[config.mk]
export PLATFORM = sky130hd
export DESIGN_NAME = blmc_top
export DESIGN_NICKNAME = d
export VERILOG_FILES = /design/src/verilog/blmc_fix.sv /design/src/shared/blmc_pkg.sv /design/src/verilog/blmc_top.sv
export SDC_FILE = /design/constraint.sdc
export NUM_CORES = 1
export LEC_CHECK = 0
export ABC_AREA = 1
export BUFFER_PORTS_ARGS = -buffer_cell sky130_fd_sc_hd__buf_4
export CAP_MARGIN = 20
export CORE_MARGIN = 2
export CORE_UTILIZATION = 40
export CTS_BUF_LIST = sky130_fd_sc_hd__clkbuf_8 sky130_fd_sc_hd__clkbuf_16
export CTS_CLUSTER_DIAMETER = 40
export DETAILED_ROUTE_END_ITERATION = 8
export PLACE_DENSITY = 0.6
export SLEW_MARGIN = 20
export SYNTH_ARGS = -nofsm -noshare
export SYNTH_HDL_FRONTEND = slang
export SYNTH_SLANG_ARGS = --single-unit
[constraint.sdc]
create_clock -name clk_sys -period 8.69 [get_ports clk_sys]
set_input_delay 1.3035 -clock clk_sys [delete_from_list [all_inputs] [get_ports clk_sys]]
set_output_delay 1.3035 -clock clk_sys [all_outputs]
set_load 0.005 [all_outputs]
[src/verilog/blmc_fix.sv]
// Spare design file; all logic of the handler lives in the top module

[src/shared/blmc_pkg.sv]
// Constants, codes and state encoding for the boot loader memory command handler
package blmc_pkg;
	// ----------------------------------------------------------------
	// Message types and fixed header lengths
	// ----------------------------------------------------------------
	localparam logic [7:0] MSG_RAM_EXEC  = 8'h83;
	localparam logic [7:0] MSG_RAM_READ  = 8'h84;
	localparam logic [7:0] MSG_NVM_PROG  = 8'h05;
	localparam logic [7:0] MSG_FINAL     = 8'h80;
	localparam logic [7:0] LEN_EXEC      = 8'h04;
	localparam logic [7:0] LEN_RW        = 8'h06;
	localparam logic [7:0] LEN_ERR_REPLY = 8'h02;

	// ----------------------------------------------------------------
	// Header byte positions after the length byte
	// ----------------------------------------------------------------
	localparam int HDR_TYPE  = 0;
	localparam int HDR_ADDR0 = 1;
	localparam int HDR_ADDR1 = 2;
	localparam int HDR_ADDR2 = 3;
	localparam int HDR_NUM   = 5;
	localparam int HDR_BYTES = 6;

	// ----------------------------------------------------------------
	// Memory map and jump context
	// ----------------------------------------------------------------
	localparam logic [31:0] RAM_BASE   = 32'h1800_0000;
	localparam logic [31:0] NVM_BASE   = 32'h1100_0000;
	localparam logic [31:0] STACK_INIT = 32'h1800_0400;
	localparam logic [31:0] LINK_ZERO  = 32'h0000_0000;
	localparam int unsigned EXEC_MARGIN = 4;
	localparam int unsigned MAX_COUNT   = 128;

	// ----------------------------------------------------------------
	// Reply codes
	// ----------------------------------------------------------------
	localparam logic [7:0] ERR_SUCCESS     = 8'h00;
	localparam logic [7:0] ERR_READ_PROT   = 8'h01;
	localparam logic [7:0] ERR_ADDR_RANGE  = 8'h02;
	localparam logic [7:0] ERR_RW_PARAMS   = 8'h03;
	localparam logic [7:0] ERR_EXEC_PARAMS = 8'h04;
	localparam logic [7:0] ERR_NVM_FAIL    = 8'h05;

	// ----------------------------------------------------------------
	// Sequencer states
	// ----------------------------------------------------------------
	typedef enum logic [3:0] {
		ST_IDLE      = 4'h0,
		ST_HDR       = 4'h1,
		ST_CHECK     = 4'h2,
		ST_EXEC      = 4'h3,
		ST_JUMP      = 4'h4,
		ST_HALT      = 4'h5,
		ST_EOT_LEN   = 4'h6,
		ST_EOT_TYPE  = 4'h7,
		ST_EOT_DATA  = 4'h8,
		ST_PROG_WAIT = 4'h9,
		ST_TX_LEN    = 4'hA,
		ST_TX_TYPE   = 4'hB,
		ST_TX_CODE   = 4'hC,
		ST_RD_REQ    = 4'hD,
		ST_RD_WAIT   = 4'hE,
		ST_TX_DATA   = 4'hF
	} blmc_state_e;
endpackage

[src/verilog/blmc_top.sv]
// Boot loader command handler for RAM execute, RAM read and NVM programming
// Functional notes
// - Execute header: type 83, length 04, three offset bytes, MSB first.
// - Jump target is RAM base plus 24-bit offset.
// - Execute offset above RAM size minus four is refused with error.
// - No check for valid code at the jump target.
// - Stack pointer loaded with 1800.0400 before the jump.
// - System clock switched to PLL before the jump.
// - Pending interrupts cleared and watchdog re-enabled before the jump.
// - Link register zeroed; only a system reset returns to the loader.
// - Valid execute jumps at once and sends no reply; errors reply.
// - Read header: type 84, length 06, offset, reserved byte, count.
// - Read count is eight bits and at most 128.
// - Read data returned in a final block of type 80.
// - Read with offset or offset plus count outside RAM is refused.
// - Programming uses type 05; data comes in the following final block.
// - Page crossing or out of range programming writes nothing, reports error.
// - Partial unaligned programming keeps unsupplied page bytes.
// - Programming carries up to 128 bytes.
// - Programming offset is relative to NVM base 1100.0000, length 06.
// - Execute and read run regardless of protection.
// - Programming blocked on any read protection or write protected region.
module blmc_top #(
	parameter int unsigned RAM_BYTES    = 3072,
	parameter int unsigned NVM_BYTES    = 65536,
	parameter int unsigned PAGE_BYTES   = 128,
	parameter int unsigned REGION_BYTES = 16384,
	parameter int unsigned REGIONS      = 4
) (
	// Clock and reset
	input  wire logic               clk_sys,
	input  wire logic               reset_n,
	// Loader link, received bytes
	input  wire logic               rx_valid,
	input  wire logic [7:0]         rx_data,
	output logic                    rx_ready,
	// Loader link, reply bytes
	output logic                    tx_valid,
	output logic [7:0]              tx_data,
	input  wire logic               tx_ready,
	// RAM read port, data one cycle after request
	output logic                    mem_rd_req,
	output logic [31:0]             mem_rd_addr,
	input  wire logic [7:0]         mem_rd_data,
	// NVM page assembly and programming
	output logic                    nvm_wr_strobe,
	output logic [31:0]             nvm_wr_addr,
	output logic [7:0]              nvm_wr_data,
	output logic                    nvm_commit,
	input  wire logic               nvm_done,
	input  wire logic               nvm_fail,
	// Protection state
	input  wire logic               prot_read_any,
	input  wire logic [REGIONS-1:0] prot_write,
	// Jump context to the core
	output logic                    sp_load,
	output logic [31:0]             sp_value,
	output logic                    clk_sel_pll,
	output logic                    irq_clear_all,
	output logic                    wdt_enable,
	output logic                    link_reg_clear,
	output logic [31:0]             link_reg_value,
	output logic                    jump_req,
	output logic [31:0]             jump_addr
);
	// ----------------------------------------------------------------
	// Reset release
	// ----------------------------------------------------------------
	logic rst_meta;
	logic rst_sync_n;

	// Release is synchronised; assertion stays asynchronous
	always_ff @(posedge clk_sys or negedge reset_n) begin
		if (!reset_n) begin
			rst_meta   <= 1'b0;
			rst_sync_n <= 1'b0;
		end else begin
			rst_meta   <= 1'b1;
			rst_sync_n <= rst_meta;
		end
	end

	// ----------------------------------------------------------------
	// Sequencer state
	// ----------------------------------------------------------------
	// Longest header kept; declared ahead of the storage that it sizes
	localparam int HDR_SIZE = blmc_pkg::HDR_BYTES;

	blmc_pkg::blmc_state_e state, next_state;
	logic [7:0]  hdr [HDR_SIZE];
	logic [7:0]  next_hdr [HDR_SIZE];
	logic [7:0]  blk_len, next_blk_len;
	logic [7:0]  rcv_cnt, next_rcv_cnt;
	logic [7:0]  cnt, next_cnt;
	logic [23:0] ptr, next_ptr;
	logic [7:0]  code, next_code;
	logic        rd_reply, next_rd_reply;
	logic        prog_ok, next_prog_ok;
	logic [7:0]  tx_byte, next_tx_byte;
	logic        next_nvm_wr_strobe;
	logic [31:0] next_nvm_wr_addr;
	logic [7:0]  next_nvm_wr_data;
	logic        next_nvm_commit;
	logic        prep, next_prep;
	logic        next_jump_req;
	logic [31:0] next_jump_addr;

	// ----------------------------------------------------------------
	// Header decode
	// ----------------------------------------------------------------
	logic [31:0] off32;
	logic [31:0] num32;
	logic [31:0] end32;
	logic        ram_rd_bad;
	logic        exec_bad;
	logic        nvm_bad;
	logic        num_bad;

	// True when the region holding the offset is write protected
	function automatic logic region_locked(input logic [31:0] off,
	                                       input logic [REGIONS-1:0] mask);
		logic hit;
		hit = 1'b0;
		for (int i = 0; i < REGIONS; i++) begin
			if (off / REGION_BYTES == i && mask[i]) begin
				hit = 1'b1;
			end
		end
		return hit;
	endfunction

	// Offset and count from the stored header; 32-bit math avoids wrap
	always_comb begin
		off32 = {8'h00, hdr[blmc_pkg::HDR_ADDR0], hdr[blmc_pkg::HDR_ADDR1],
		         hdr[blmc_pkg::HDR_ADDR2]};
		num32 = {24'h00_0000, hdr[blmc_pkg::HDR_NUM]};
		end32 = off32 + num32;
		num_bad = num32 == 0 || num32 > blmc_pkg::MAX_COUNT;
		ram_rd_bad = off32 >= RAM_BYTES || end32 > RAM_BYTES;
		exec_bad = off32 > RAM_BYTES - blmc_pkg::EXEC_MARGIN;
		nvm_bad = off32 >= NVM_BYTES || end32 > NVM_BYTES ||
		          (off32 % PAGE_BYTES) + num32 > PAGE_BYTES;
	end

	// ----------------------------------------------------------------
	// Handshakes
	// ----------------------------------------------------------------
	// Receiver only listens while a block is being parsed, so the host
	// is held off during checks, programming and replies
	always_comb begin
		rx_ready = state == blmc_pkg::ST_IDLE || state == blmc_pkg::ST_HDR ||
		           state == blmc_pkg::ST_EOT_LEN ||
		           state == blmc_pkg::ST_EOT_TYPE ||
		           state == blmc_pkg::ST_EOT_DATA;
		tx_valid = state == blmc_pkg::ST_TX_LEN || state == blmc_pkg::ST_TX_TYPE ||
		           state == blmc_pkg::ST_TX_CODE || state == blmc_pkg::ST_TX_DATA;
		mem_rd_req = state == blmc_pkg::ST_RD_REQ;
		tx_data = tx_byte;
	end

	// ----------------------------------------------------------------
	// Next state and data
	// ----------------------------------------------------------------
	always_comb begin
		next_state         = state;
		next_hdr           = hdr;
		next_blk_len       = blk_len;
		next_rcv_cnt       = rcv_cnt;
		next_cnt           = cnt;
		next_ptr           = ptr;
		next_code          = code;
		next_rd_reply      = rd_reply;
		next_prog_ok       = prog_ok;
		next_tx_byte       = tx_byte;
		next_nvm_wr_strobe = 1'b0;
		next_nvm_wr_addr   = nvm_wr_addr;
		next_nvm_wr_data   = nvm_wr_data;
		next_nvm_commit    = 1'b0;
		next_prep          = 1'b0;
		next_jump_req      = 1'b0;
		next_jump_addr     = jump_addr;
		unique case (state)
			blmc_pkg::ST_IDLE: begin
				if (rx_valid && rx_data != 8'h00) begin
					next_blk_len = rx_data;
					next_rcv_cnt = 8'h00;
					next_state   = blmc_pkg::ST_HDR;
				end
			end
			blmc_pkg::ST_HDR: begin
				if (rx_valid) begin
					// Bytes beyond the longest header are counted, not kept
					if (rcv_cnt < 8'(HDR_SIZE)) begin
						next_hdr[rcv_cnt[2:0]] = rx_data;
					end
					next_rcv_cnt = rcv_cnt + 8'h01;
					if (rcv_cnt + 8'h01 == blk_len) begin
						next_state = blmc_pkg::ST_CHECK;
					end
				end
			end
			blmc_pkg::ST_CHECK: begin
				next_rd_reply = 1'b0;
				next_tx_byte  = blmc_pkg::LEN_ERR_REPLY;
				next_ptr      = off32[23:0];
				next_cnt      = hdr[blmc_pkg::HDR_NUM];
				next_state    = blmc_pkg::ST_TX_LEN;
				// Execute and read ignore protection entirely
				unique case (hdr[blmc_pkg::HDR_TYPE])
					blmc_pkg::MSG_RAM_EXEC: begin
						if (blk_len != blmc_pkg::LEN_EXEC) begin
							next_code = blmc_pkg::ERR_EXEC_PARAMS;
						end else if (exec_bad) begin
							next_code = blmc_pkg::ERR_ADDR_RANGE;
						end else begin
							// No probe of target contents is made
							next_state = blmc_pkg::ST_EXEC;
						end
					end
					blmc_pkg::MSG_RAM_READ: begin
						if (blk_len != blmc_pkg::LEN_RW || num_bad) begin
							next_code = blmc_pkg::ERR_RW_PARAMS;
						end else if (ram_rd_bad) begin
							next_code = blmc_pkg::ERR_ADDR_RANGE;
						end else begin
							next_rd_reply = 1'b1;
							next_tx_byte  = hdr[blmc_pkg::HDR_NUM] + 8'h01;
						end
					end
					blmc_pkg::MSG_NVM_PROG: begin
						// Verdict is held until the data block is drained
						next_prog_ok = 1'b0;
						if (prot_read_any || region_locked(off32, prot_write)) begin
							next_code = blmc_pkg::ERR_READ_PROT;
						end else if (blk_len != blmc_pkg::LEN_RW || num_bad) begin
							next_code = blmc_pkg::ERR_RW_PARAMS;
						end else if (nvm_bad) begin
							next_code = blmc_pkg::ERR_ADDR_RANGE;
						end else begin
							next_prog_ok = 1'b1;
							next_code    = blmc_pkg::ERR_SUCCESS;
						end
						next_state = blmc_pkg::ST_EOT_LEN;
					end
					default: begin
						// Other loader commands are handled elsewhere
						next_state = blmc_pkg::ST_IDLE;
					end
				endcase
			end
			blmc_pkg::ST_EXEC: begin
				next_prep      = 1'b1;
				next_jump_addr = blmc_pkg::RAM_BASE + off32;
				next_state     = blmc_pkg::ST_JUMP;
			end
			blmc_pkg::ST_JUMP: begin
				next_jump_req = 1'b1;
				next_state    = blmc_pkg::ST_HALT;
			end
			blmc_pkg::ST_HALT: begin
				// Loaded code owns the core; only reset leaves here
				next_state = blmc_pkg::ST_HALT;
			end
			blmc_pkg::ST_EOT_LEN: begin
				if (rx_valid) begin
					next_blk_len = rx_data;
					if (rx_data != cnt + 8'h01 && prog_ok) begin
						next_prog_ok = 1'b0;
						next_code    = blmc_pkg::ERR_RW_PARAMS;
					end
					next_state = rx_data == 8'h00 ? blmc_pkg::ST_TX_LEN
					                              : blmc_pkg::ST_EOT_TYPE;
				end
			end
			blmc_pkg::ST_EOT_TYPE: begin
				if (rx_valid) begin
					if (rx_data != blmc_pkg::MSG_FINAL && prog_ok) begin
						next_prog_ok = 1'b0;
						next_code    = blmc_pkg::ERR_RW_PARAMS;
					end
					next_blk_len = blk_len - 8'h01;
					next_state = blk_len == 8'h01 ? blmc_pkg::ST_TX_LEN
					                              : blmc_pkg::ST_EOT_DATA;
				end
			end
			blmc_pkg::ST_EOT_DATA: begin
				if (rx_valid) begin
					// Byte strobes into the page buffer leave other bytes as is
					if (prog_ok) begin
						next_nvm_wr_strobe = 1'b1;
						next_nvm_wr_addr   = blmc_pkg::NVM_BASE + {8'h00, ptr};
						next_nvm_wr_data   = rx_data;
						next_ptr           = ptr + 24'h00_0001;
					end
					next_blk_len = blk_len - 8'h01;
					if (blk_len == 8'h01) begin
						next_nvm_commit = prog_ok;
						next_state = prog_ok ? blmc_pkg::ST_PROG_WAIT
						                     : blmc_pkg::ST_TX_LEN;
					end
				end
			end
			blmc_pkg::ST_PROG_WAIT: begin
				if (nvm_done) begin
					next_code  = nvm_fail ? blmc_pkg::ERR_NVM_FAIL : blmc_pkg::ERR_SUCCESS;
					next_state = blmc_pkg::ST_TX_LEN;
				end
			end
			blmc_pkg::ST_TX_LEN: begin
				if (tx_ready) begin
					next_tx_byte = blmc_pkg::MSG_FINAL;
					next_state   = blmc_pkg::ST_TX_TYPE;
				end
			end
			blmc_pkg::ST_TX_TYPE: begin
				if (tx_ready) begin
					next_tx_byte = code;
					next_state   = rd_reply ? blmc_pkg::ST_RD_REQ : blmc_pkg::ST_TX_CODE;
				end
			end
			blmc_pkg::ST_TX_CODE: begin
				if (tx_ready) begin
					next_state = blmc_pkg::ST_IDLE;
				end
			end
			blmc_pkg::ST_RD_REQ: begin
				next_state = blmc_pkg::ST_RD_WAIT;
			end
			blmc_pkg::ST_RD_WAIT: begin
				next_tx_byte = mem_rd_data;
				next_state   = blmc_pkg::ST_TX_DATA;
			end
			blmc_pkg::ST_TX_DATA: begin
				if (tx_ready) begin
					next_ptr   = ptr + 24'h00_0001;
					next_cnt   = cnt - 8'h01;
					next_state = cnt == 8'h01 ? blmc_pkg::ST_IDLE : blmc_pkg::ST_RD_REQ;
				end
			end
		endcase
	end

	// ----------------------------------------------------------------
	// Registers
	// ----------------------------------------------------------------
	always_ff @(posedge clk_sys or negedge rst_sync_n) begin
		if (!rst_sync_n) begin
			state         <= blmc_pkg::ST_IDLE;
			hdr           <= '{default: 8'h00};
			blk_len       <= 8'h00;
			rcv_cnt       <= 8'h00;
			cnt           <= 8'h00;
			ptr           <= 24'h00_0000;
			code          <= blmc_pkg::ERR_SUCCESS;
			rd_reply      <= 1'b0;
			prog_ok       <= 1'b0;
			tx_byte       <= 8'h00;
			nvm_wr_strobe <= 1'b0;
			nvm_wr_addr   <= 32'h0000_0000;
			nvm_wr_data   <= 8'h00;
			nvm_commit    <= 1'b0;
			prep          <= 1'b0;
			jump_req      <= 1'b0;
			jump_addr     <= 32'h0000_0000;
			mem_rd_addr   <= 32'h0000_0000;
		end else begin
			state         <= next_state;
			hdr           <= next_hdr;
			blk_len       <= next_blk_len;
			rcv_cnt       <= next_rcv_cnt;
			cnt           <= next_cnt;
			ptr           <= next_ptr;
			code          <= next_code;
			rd_reply      <= next_rd_reply;
			prog_ok       <= next_prog_ok;
			tx_byte       <= next_tx_byte;
			nvm_wr_strobe <= next_nvm_wr_strobe;
			nvm_wr_addr   <= next_nvm_wr_addr;
			nvm_wr_data   <= next_nvm_wr_data;
			nvm_commit    <= next_nvm_commit;
			prep          <= next_prep;
			jump_req      <= next_jump_req;
			jump_addr     <= next_jump_addr;
			mem_rd_addr   <= blmc_pkg::RAM_BASE + {8'h00, next_ptr};
		end
	end

	// ----------------------------------------------------------------
	// Jump preparation, one cycle ahead of the jump itself
	// ----------------------------------------------------------------
	always_comb begin
		sp_load        = prep;
		sp_value       = blmc_pkg::STACK_INIT;
		clk_sel_pll    = prep;
		irq_clear_all  = prep;
		wdt_enable     = prep;
		link_reg_clear = prep;
		link_reg_value = blmc_pkg::LINK_ZERO;
	end
endmodule

# Word level (Yosys, flattened, before mapping)
# Cells that the tools add are included.
# W data, S select, Z words.
[totals] ff_bits=226 input_bits=27 out_inout_bits=187
[op_classes] addsub=11 order_cmp=10 n_eq_ne=47 mux=84 bitwise=1 n_reduce_logical=43
[ops] op="$mux W8" n=21
[ops] op="$add A29 B24 Y30 const A" n=3
[ops] op="$mux W24" n=3
[ops] op="$pmux W24 S3" n=1
[ops] op="$mux W4" n=16
[ops] op="$pmux W8 S4" n=2
[ops] op="$pmux W4 S15" n=1
[ops] op="$bwmux W48" n=1
[ops] op="$pmux W8 S3" n=2
[ops] op="$eq A4 B4 Y1 const B" n=8
[ops] op="$logic_not A32 Y1" n=1
[ops] op="$pmux W8 S2" n=2
[ops] op="$mux W1" n=26
[ops] op="$add A24 B8 Y25" n=1
[ops] op="$gt A25 B12 Y1 const B" n=1
[ops] op="$gt A25 B17 Y1 const B" n=1
[ops] op="$add A24 B1 Y24 const B" n=1
[ops] op="$add A8 B1 Y8 const B" n=3
[ops] op="$demux W8 S3" n=1
[ops] op="$ge A24 B12 Y1 const B" n=1
[ops] op="$ge A24 B17 Y1 const B" n=1
[ops] op="$gt A24 B12 Y1 const B" n=1
[ops] op="$eq A10 B2 Y1 const B" n=2
[ops] op="$ne A2 B2 Y1 const B" n=10
[ops] op="other kinds (41)" n=86

# Depth between registers and ports, before layout
# Gate-level depths: netlist of run 1.
[depth] depth_word=12 depth_mapped=19

# Least setup slack after synthesis of run 1
# OpenSTA, ideal clock, no wires.
[synth_timing] path_kind="in2reg" startpoint="input rx_data[4]" endpoint="register code[1]" setup_ns=0.077 arrival_time_ns=2.467 required_ns=8.613 slack_ns=6.145 stages=11 path_buffers=0 path_cell_list="clkinv_1 -> xnor3_1 -> nor2_1 -> nand3_1 -> nand2_1 -> nand2_1 -> nand2_1 -> nor2_1 -> nand2_1 -> nor2_1 -> a21oi_1"
[synth_via] elab_chain_cells=4 elab_cells_between_ends=7
[synth_rtl] element="start, declared" line_no="blmc_top.sv:35" text="input wire logic [7:0] rx_data,"
[synth_rtl] element="$ne A8 B8 Y1, on equally long branches" line_no="blmc_top.sv:277, blmc_top.sv:267"
[synth_rtl] element="$logic_and A1 B1 Y1, on equally long branches" line_no="blmc_top.sv:277, blmc_top.sv:267"
[synth_rtl] element="$ne A2 B1 Y1 (no line)"
[synth_rtl] element="$reduce_and A9 Y1 (no line) *"
[synth_rtl] element="end signal, assigned" line_no="blmc_top.sv:354" text="code <= blmc_pkg::ERR_SUCCESS;"
[synth_rtl] element="end signal, assigned" line_no="blmc_top.sv:373" text="code <= next_code;"
[synth_rtl] element="end, declared" line_no="blmc_top.sv:96" text="logic [7:0] code, next_code;"
# Every way passes the cells marked *; elsewhere a longest branch is shown, timed or not.
# A chain may end at the register's enable or synchronous reset.

# Worst setup path after layout of run 1
[layout_timing] startpoint="register state[0]" endpoint="output tx_valid"
[layout_via] elab_chain_cells=4 elab_cells_between_ends=7
[layout_rtl] element="start, declared" line_no="blmc_top.sv:89" text="blmc_pkg::blmc_state_e state, next_state;"
[layout_rtl] element="start signal, assigned" line_no="blmc_top.sv:348" text="state <= blmc_pkg::ST_IDLE;"
[layout_rtl] element="start signal, assigned" line_no="blmc_top.sv:367" text="state <= next_state;"
[layout_rtl] element="$eq A4 B4 Y1" line_no="blmc_top.sv:155" text="tx_valid = state == blmc_pkg::ST_TX_LEN || state == blmc_pkg::ST_TX_TYPE ||"
[layout_rtl] element="$logic_or A1 B1 Y1 (2 in a row)" line_no="blmc_top.sv:155"
[layout_rtl] element="$logic_or A1 B1 Y1 *" line_no="blmc_top.sv:156" text="state == blmc_pkg::ST_TX_CODE || state == blmc_pkg::ST_TX_DATA;"
[layout_rtl] element="end, declared" line_no="blmc_top.sv:38" text="output logic tx_valid,"
# Marked as above.

==> results of run 1 <==
[layout make-up]
cell class	count	area, um^2
clock buffer	18	439
clock inverter	14	175
fill	2578	13400
inverter	166	623
multi-input combinational	971	4890
sequential	170	4260
tap	330	413
timing repair buffer	135	1010
[worst reg2reg max path, delay by kind of cell, from the launching register on]
kind	cells	cell delay (ns)
buf+inv	2	0.45
flops	1	0.43
simple gates	6	1.86
compound gates	3	0.36
[routing by layer]
metal,global-route usage,up-vias,wire (um)
li1,-,4491,-
met2,0.360,332,14000
met4,0.0606,0,527
met1,0.319,4372,13900
met3,0.0369,40,1750
met5,0,-,0
[stage by stage]
stage,area (um^2),total power [mW],hold WS (ns),utilization,cells
2_1_floorplan,10600,2.10,0.331,-,1425
3_3_place_gp,11200,2.58,0.337,0.445,1772
3_5_place_dp,11200,2.60,0.336,0.445,1772
4_1_cts,11800,3.41,0.366,0.469,1804
5_1_grt,11800,3.66,0.372,0.469,1804
6_report,11800,3.40,0.364,0.469,1804
[final timing paths]
path / endpoint / slack, ns / start / cells after the start
max: tx_valid / 5.04 / state[0]$_DFFE_PN0P_ / 5
min reg2reg: rst_sync_n$_DFF_PN0_ / 0.36 / rst_meta$_DFF_PN0_ / 0
min in group asynchronous: tx_data[2]$_DFFE_PN0P_ / 0.44 / rst_sync_n$_DFF_PN0_ / 0
max reg2reg: ptr[16]$_DFFE_PN0P_ / 5.48 / state[0]$_DFFE_PN0P_ / 11
min: rst_sync_n$_DFF_PN0_ / 0.36 / rst_meta$_DFF_PN0_ / 0
max in group asynchronous: hdr[35]$_DFFE_PN0P_ / 6.33 / rst_sync_n$_DFF_PN0_ / 2
[report_power, final]
part,switching (mW),total (mW),leakage (nW),internal [mW]
Clock,0.380,0.802,0.298,0.421
Combinational,0.803,1.31,3.25,0.512
Sequential,0.274,1.28,2.27,1.01
Total,1.46,3.40,5.82,1.94
[cell families (layout without fill, tap and decap cells)]
family,count (synthesis),after routing,synth area share
adder cells (fa/ha/maj),19,19,0.0238
XOR/XNOR,27,27,0.0257
AO/OA/AOI/OAI,264,264,0.148
flip-flops,170,170,0.414
buffers and inverters,284,333,0.141
other,2,84,0.000730
AND/OR/NAND/NOR,577,577,0.247
[synthesized netlist by cell type, drive strengths merged (3+ instances only)]
master / number
a221oi: 8
buf: 101
nor4: 5
o311ai: 4
nor3: 19
a21oi: 48
o21ai: 153
o211ai: 9
o22ai: 7
nand4: 29
clkbuf: 17
ha: 18
inv: 163
nand3b: 5
dfrtp: 170
or2: 9
a22oi: 8
xor2: 20
nand3: 62
nand2: 322
xnor2: 5
nor2: 124
o221ai: 12
clkinv: 3
[flip-flops by register name, indices dropped and copies added, names as in the netlist, 2 cells and up]
signal	cells
hdr	40
ptr	23
cnt	8
tx_data	8
blk_len	8
nvm_wr_addr	25
rcv_cnt	8
code	3
nvm_wr_data	8
state	4
mem_rd_addr	2
jump_addr	25
==> flow_summary.ini, run 1 <==
[drt]
ant_nets = 0
drc = 0
vias = 9235
post_drt_wl_per_cell_um = 16.7
first_pass_iters = 7
drtIter0Drc = 756
vias_per_cell = 5.12
wl_mm = 30.2

[cts]
htree_levels = 4
cts_hold_buf = 0
cts_root_buffer = clkbuf_16
cts_sinks = 170
cts_tree = done
clk_pin_slew_ns = 0.08
postCtsSetupRepairBufs = 0
cts_made_buffers = 17
insertion_delay_ns = 0.44
cts-resized-gates = 0
clock_path_buffers = 2

[setup_path]
max_stage_delay_ns = 0.61
crit_buf_inv = 2
crit_required_ns = 7.39
cp_cell_sequence = nand2_1 -> nor2_1 -> inv_2 -> o221ai_1 -> buf_4
path_class = register to output port
crit_fanout = 14
cp_slowest_cell = nor2_1
critical_path.top_delay_family = simple AND/OR/NAND/NOR gates
cp-start-kind = register
cp-end-kind = output port
cp.arrival_ns = 2.34

[timing]
slew_violations = 0
period_minus_slack_ns = 3.65
postLayoutSetupSlackWorst_ns = 5.04
final_hold_viol_count = 0
post-route-period-util = 0.420
timing.fmax_ghz = 0.274
rsz0062_at_grt = no
finalClockSkew_ns = 0.0113
setup_tns_ns = 0
tightest_slew_ns = 0.933
slew_headroom = 0.378
setup_viol = 0

[global_route]
grt_overflow_total = 0
antenna_found_initial = 0
track_usage = 0.226
grt_max_degree = 67
grt_pass1_wl_mm = 47.0
grt_pass1_vias = 8343

[synthesis]
synth_seq_cells = 170
yosysTopAreaCellShare = 0.414
yosysSeqAreaShare = 0.414
postSynthAreaPerCell_um2 = 7.66
synth_cells = 1343
synth_area_leaders = dfrtp_1 41%, nand2_1 12%, buf_4 6.6%
synth_flop_cell = dfrtp_1
synth_warnings = 0
post_synth_num_cell_types = 54
synth_edf_count = 0
syn-cell-area_um2 = 10300
postSynth.asyncResetShare = 1.00
yosys.area.top_type = dfrtp_1

[layout]
layout_common_cells = 319 x nand2_1, 169 x dfrtp_1, 152 x inv_1, 135 x buf_4, 116 x nor2_1
layout-drive-gt1-share = 0.143
final_common_cell = nand2_1
syn2layout_area_growth_pct = 14.8
n_antenna_cell = 0
fin_nets = 1507

[floorplanning]
pin_count = 214
coreArea_um2 = 25200
die-area_um2 = 27000
die_w_um = 164
placementRows = 58
initial_core_util = 0.408
die_h_um = 164

[min_path]
hold_path.class = register to register

[power]
power_density_nw_per_um2 = 288
vdd_drop_max_v = 0.000155
leakage_nw = 5.82

[placed_design]
place.gp.congestion = 0.938
hpwl_mm = 22.8
port_buffers = 131
dp_slack_ns = 5.20

[status]
status = completed

[job]
drv_cap = 0
Power figures use the tool's default switching activity.
==> run 2: changes to the inputs <==
--- a/config.mk
+++ b/config.mk
@@ -5,7 +5,7 @@
 export SDC_FILE = /design/constraint.sdc
 export NUM_CORES = 1
 export LEC_CHECK = 0
-export ABC_AREA = 1
+export ABC_AREA = 0
 export BUFFER_PORTS_ARGS = -buffer_cell sky130_fd_sc_hd__buf_4
 export CAP_MARGIN = 20
 export CORE_MARGIN = 2
==> constraint.sdc (replaced) <==
create_clock -name clk_sys -period 3.4 [get_ports clk_sys]
set_input_delay 0.51 -clock clk_sys [delete_from_list [all_inputs] [get_ports clk_sys]]
set_output_delay 0.51 -clock clk_sys [all_outputs]
set_load 0.005 [all_outputs]
==> run 2 against run 1 <==
Net effect: first-iteration DRC count is 4.1% lower; sequential share of layout area decreased by 0.23 points; die area shrank 1.0%; setup slack lost 4.7 ns; utilization grew 0.44 points; design area is 0.65% higher; routed wire length fell by 5.2%; via count decreased by 9.3%; clock-buffer cell count unchanged; cell count down 14%; critical path depth rose by 6; critical path type is now register to register.
==> flow_summary.ini, run 2 <==
[synthesis]
yosysTopAreaCellShare = 0.418
synth_commonest_cells = 170 x dfrtp_1, 168 x nand2_1, 90 x buf_4
synth_cells = 1098
synth_edf_count = 0
synth_warnings = 0
synth_seq_cells = 170
yosys.area.top_type = dfrtp_1
synth_flop_cell = dfrtp_1
post_synth_num_cell_types = 84
postSynth.asyncResetShare = 1.00
yosysMostFrequentCell = dfrtp_1
postSynthAreaPerCell_um2 = 9.27
syn-cell-area_um2 = 10200
yosysSeqAreaShare = 0.418
synth_area_leaders = dfrtp_1 42%, mux2_2 7.3%, buf_4 6.6%

[drt]
wl_mm = 28.6
post_drt_wl_per_cell_um = 18.4
maxUsedRoutingLayer = met4
drc = 0
vias = 8374
met3_length_mm = 1.48
ant_nets = 0
m1WireLength_mm = 13.0
vias_per_cell = 5.39
drtIter0Drc = 725
wl_met2_mm = 13.6
first_pass_iters = 5

[cts]
cts_sinks = 170
insertion_delay_ns = 0.44
postCtsSetupRepairBufs = 0
htree_levels = 4
cts_tree = done
clock_path_buffers = 2
cts_made_buffers = 17
cts_root_buffer = clkbuf_16
clk_pin_slew_ns = 0.07

[job]
drv_cap = 0

[min_path]
holdPathStages = 0
hold_path.class = register to register
hp-start = rst_meta$_DFF_PN0_

[layout]
layout_common_cells = 169 x dfrtp_1, 168 x nand2_1, 156 x buf_4, 84 x conb_1, 79 x o21ai_0
final_common_cell = dfrtp_1
n_antenna_cell = 0
fin_nets = 1257
reg_top3 = hdr x40, jump_addr x25, nvm_wr_addr x25
regMostFlops = hdr
stdcell_count = 1554
fill_cells = 2409
syn2layout_area_growth_pct = 16.8
largest_reg_flops = 40
layout-drive-gt1-share = 0.236

[status]
status = completed

[setup_path]
cp_slowest_cell = dfrtp_1
path_class = register to register
rr_worst_depth = 11
crit_fanout = 5
crit_required_ns = 3.72
cp-start-kind = register
cp-end-kind = register
cp.arrival_ns = 3.38
cp_cell_sequence = ha_1 -> fa_1 -> a21oi_2 -> o221a_2 -> xnor2_1 -> nor3_1 -> nand2_1 -> o21ai_2 -> nand3_1 -> nand2_2 -> mux2_1
crit_path_start = hdr[16]$_DFFE_PN0P_
max_stage_delay_ns = 0.43
r2r-start = hdr[16]$_DFFE_PN0P_

[timing]
final_hold_viol_count = 0
finalClockSkew_ns = 0.0135
rsz0062_at_grt = no
slew_violations = 0
setup_viol = 0
tightest_slew_ns = 1.00
timing.fmax_ghz = 0.326
post-route-period-util = 0.901
setup_tns_ns = 0
slew_headroom = 0.326
period_minus_slack_ns = 3.06

[power]
power_density_nw_per_um2 = 705
leakage_nw = 5.64
vdd_drop_max_v = 0.000388

[floorplanning]
pin_count = 214
initial_core_util = 0.405
die_h_um = 164
placementRows = 58
die-area_um2 = 26700
die_w_um = 164
coreArea_um2 = 25100

[placed_design]
dp.cells = 1521
port_buffers = 131
place.gp.congestion = 0.880
hpwl_mm = 20.2

[global_route]
grt_max_degree = 169
grt_overflow_total = 0
antenna_found_initial = 0
grt_pass1_vias = 7751
track_usage = 0.217
grt_pass1_wl_mm = 44.8
[run 2: cell types whose count changed in the layout (fill, tap and decap cells not counted), sizes merged, moves of 13 or more]
cell	change
xnor2	+14
buf	+22
inv	-141
nor4	+13
o21ai	-67
mux2	+69
and3	+22
nor2	-50
nand4	-22
nand2	-153
nand3	-31
a31oi	+14
[run 2: through the flow]
| stage | hold WS (ns) | util | power (mW) | instance area (um^2) | setup WS [ns] |
|---|---|---|---|---|---|
| CTS | 0.363 | 0.473 | 8.42 | 11900 | 0.271 |
| detailed placement | 0.293 | 0.446 | 6.12 | 11200 | 0.295 |
| global placement | 0.293 | 0.446 | 6.07 | 11200 | 0.386 |
| finish | 0.361 | 0.473 | 8.38 | 11900 | 0.337 |
| global route | 0.366 | 0.473 | 8.91 | 11900 | 0.135 |
| floorplan | 0.214 | - | 5.05 | 10500 | 0.524 |
[run 2: layout make-up]
class / instances / area [um^2] / share of cell area
clock buffer: 18 / 439 / 0.0369
clock inverter: 14 / 249 / 0.0209
inverter: 22 / 82.6 / 0.00695
multi-input combinational: 842 / 5250 / 0.441
sequential: 170 / 4260 / 0.358
tap: 330 / 413 / 0.0347
timing repair buffer: 158 / 1200 / 0.101
[run 2: worst paths after layout]
path | to | slack [ns]
max | code[0]$_DFFE_PN0P_ | 0.34
min | rst_sync_n$_DFF_PN0_ | 0.36
max reg2reg | code[0]$_DFFE_PN0P_ | 0.34
min reg2reg | rst_sync_n$_DFF_PN0_ | 0.36
max in group asynchronous | rcv_cnt[7]$_DFFE_PN0P_ | 2.22
min in group asynchronous | rst_sync_n$_DFF_PN0_ | 0.39
[run 2: repair_timing]
item,CTS,global route
hold buffers,1,0
setup endpoints to repair,0,2
hold endpoints to repair,2,0
resized for setup,0,1
[run 2: worst max-delay path, delay by kind of cell, from the launching register on]
kind / cells / cell delay, ns
xor+xnor: 1 / 0.08
fa+ha+maj: 2 / 0.67
flops: 1 / 0.43
compound gates: 3 / 0.73
simple gates: 4 / 0.68
mux: 1 / 0.33
[run 2: cell families after synthesis]
group,after synthesis,share of synthesized area
AND/OR/NAND/NOR,394,0.194
flip-flops,170,0.418
adder cells (fa/ha/maj),19,0.0241
XOR/XNOR,31,0.0267
multiplexers,73,0.0815
other,2,0.000738
buffers and inverters,168,0.0984
AO/OA/AOI/OAI,241,0.157
[run 2: metal layers]
| layer | vias to the layer above | GRT usage |
|---|---|---|
| met5 | - | 0 |
| met4 | 0 | 0.0562 |
| met3 | 37 | 0.0383 |
| met2 | 266 | 0.344 |
| met1 | 4104 | 0.308 |
| li1 | 3967 | - |
[run 2: where the power goes]
group          switching [mW]  total [mW]  internal [mW]  leakage, nW
sequential              0.757        3.29           2.53         2.26
clock                   0.914        2.28           1.36        0.338
combinational            1.44        2.81           1.37         3.04
total                    3.11        8.38           5.27         5.64
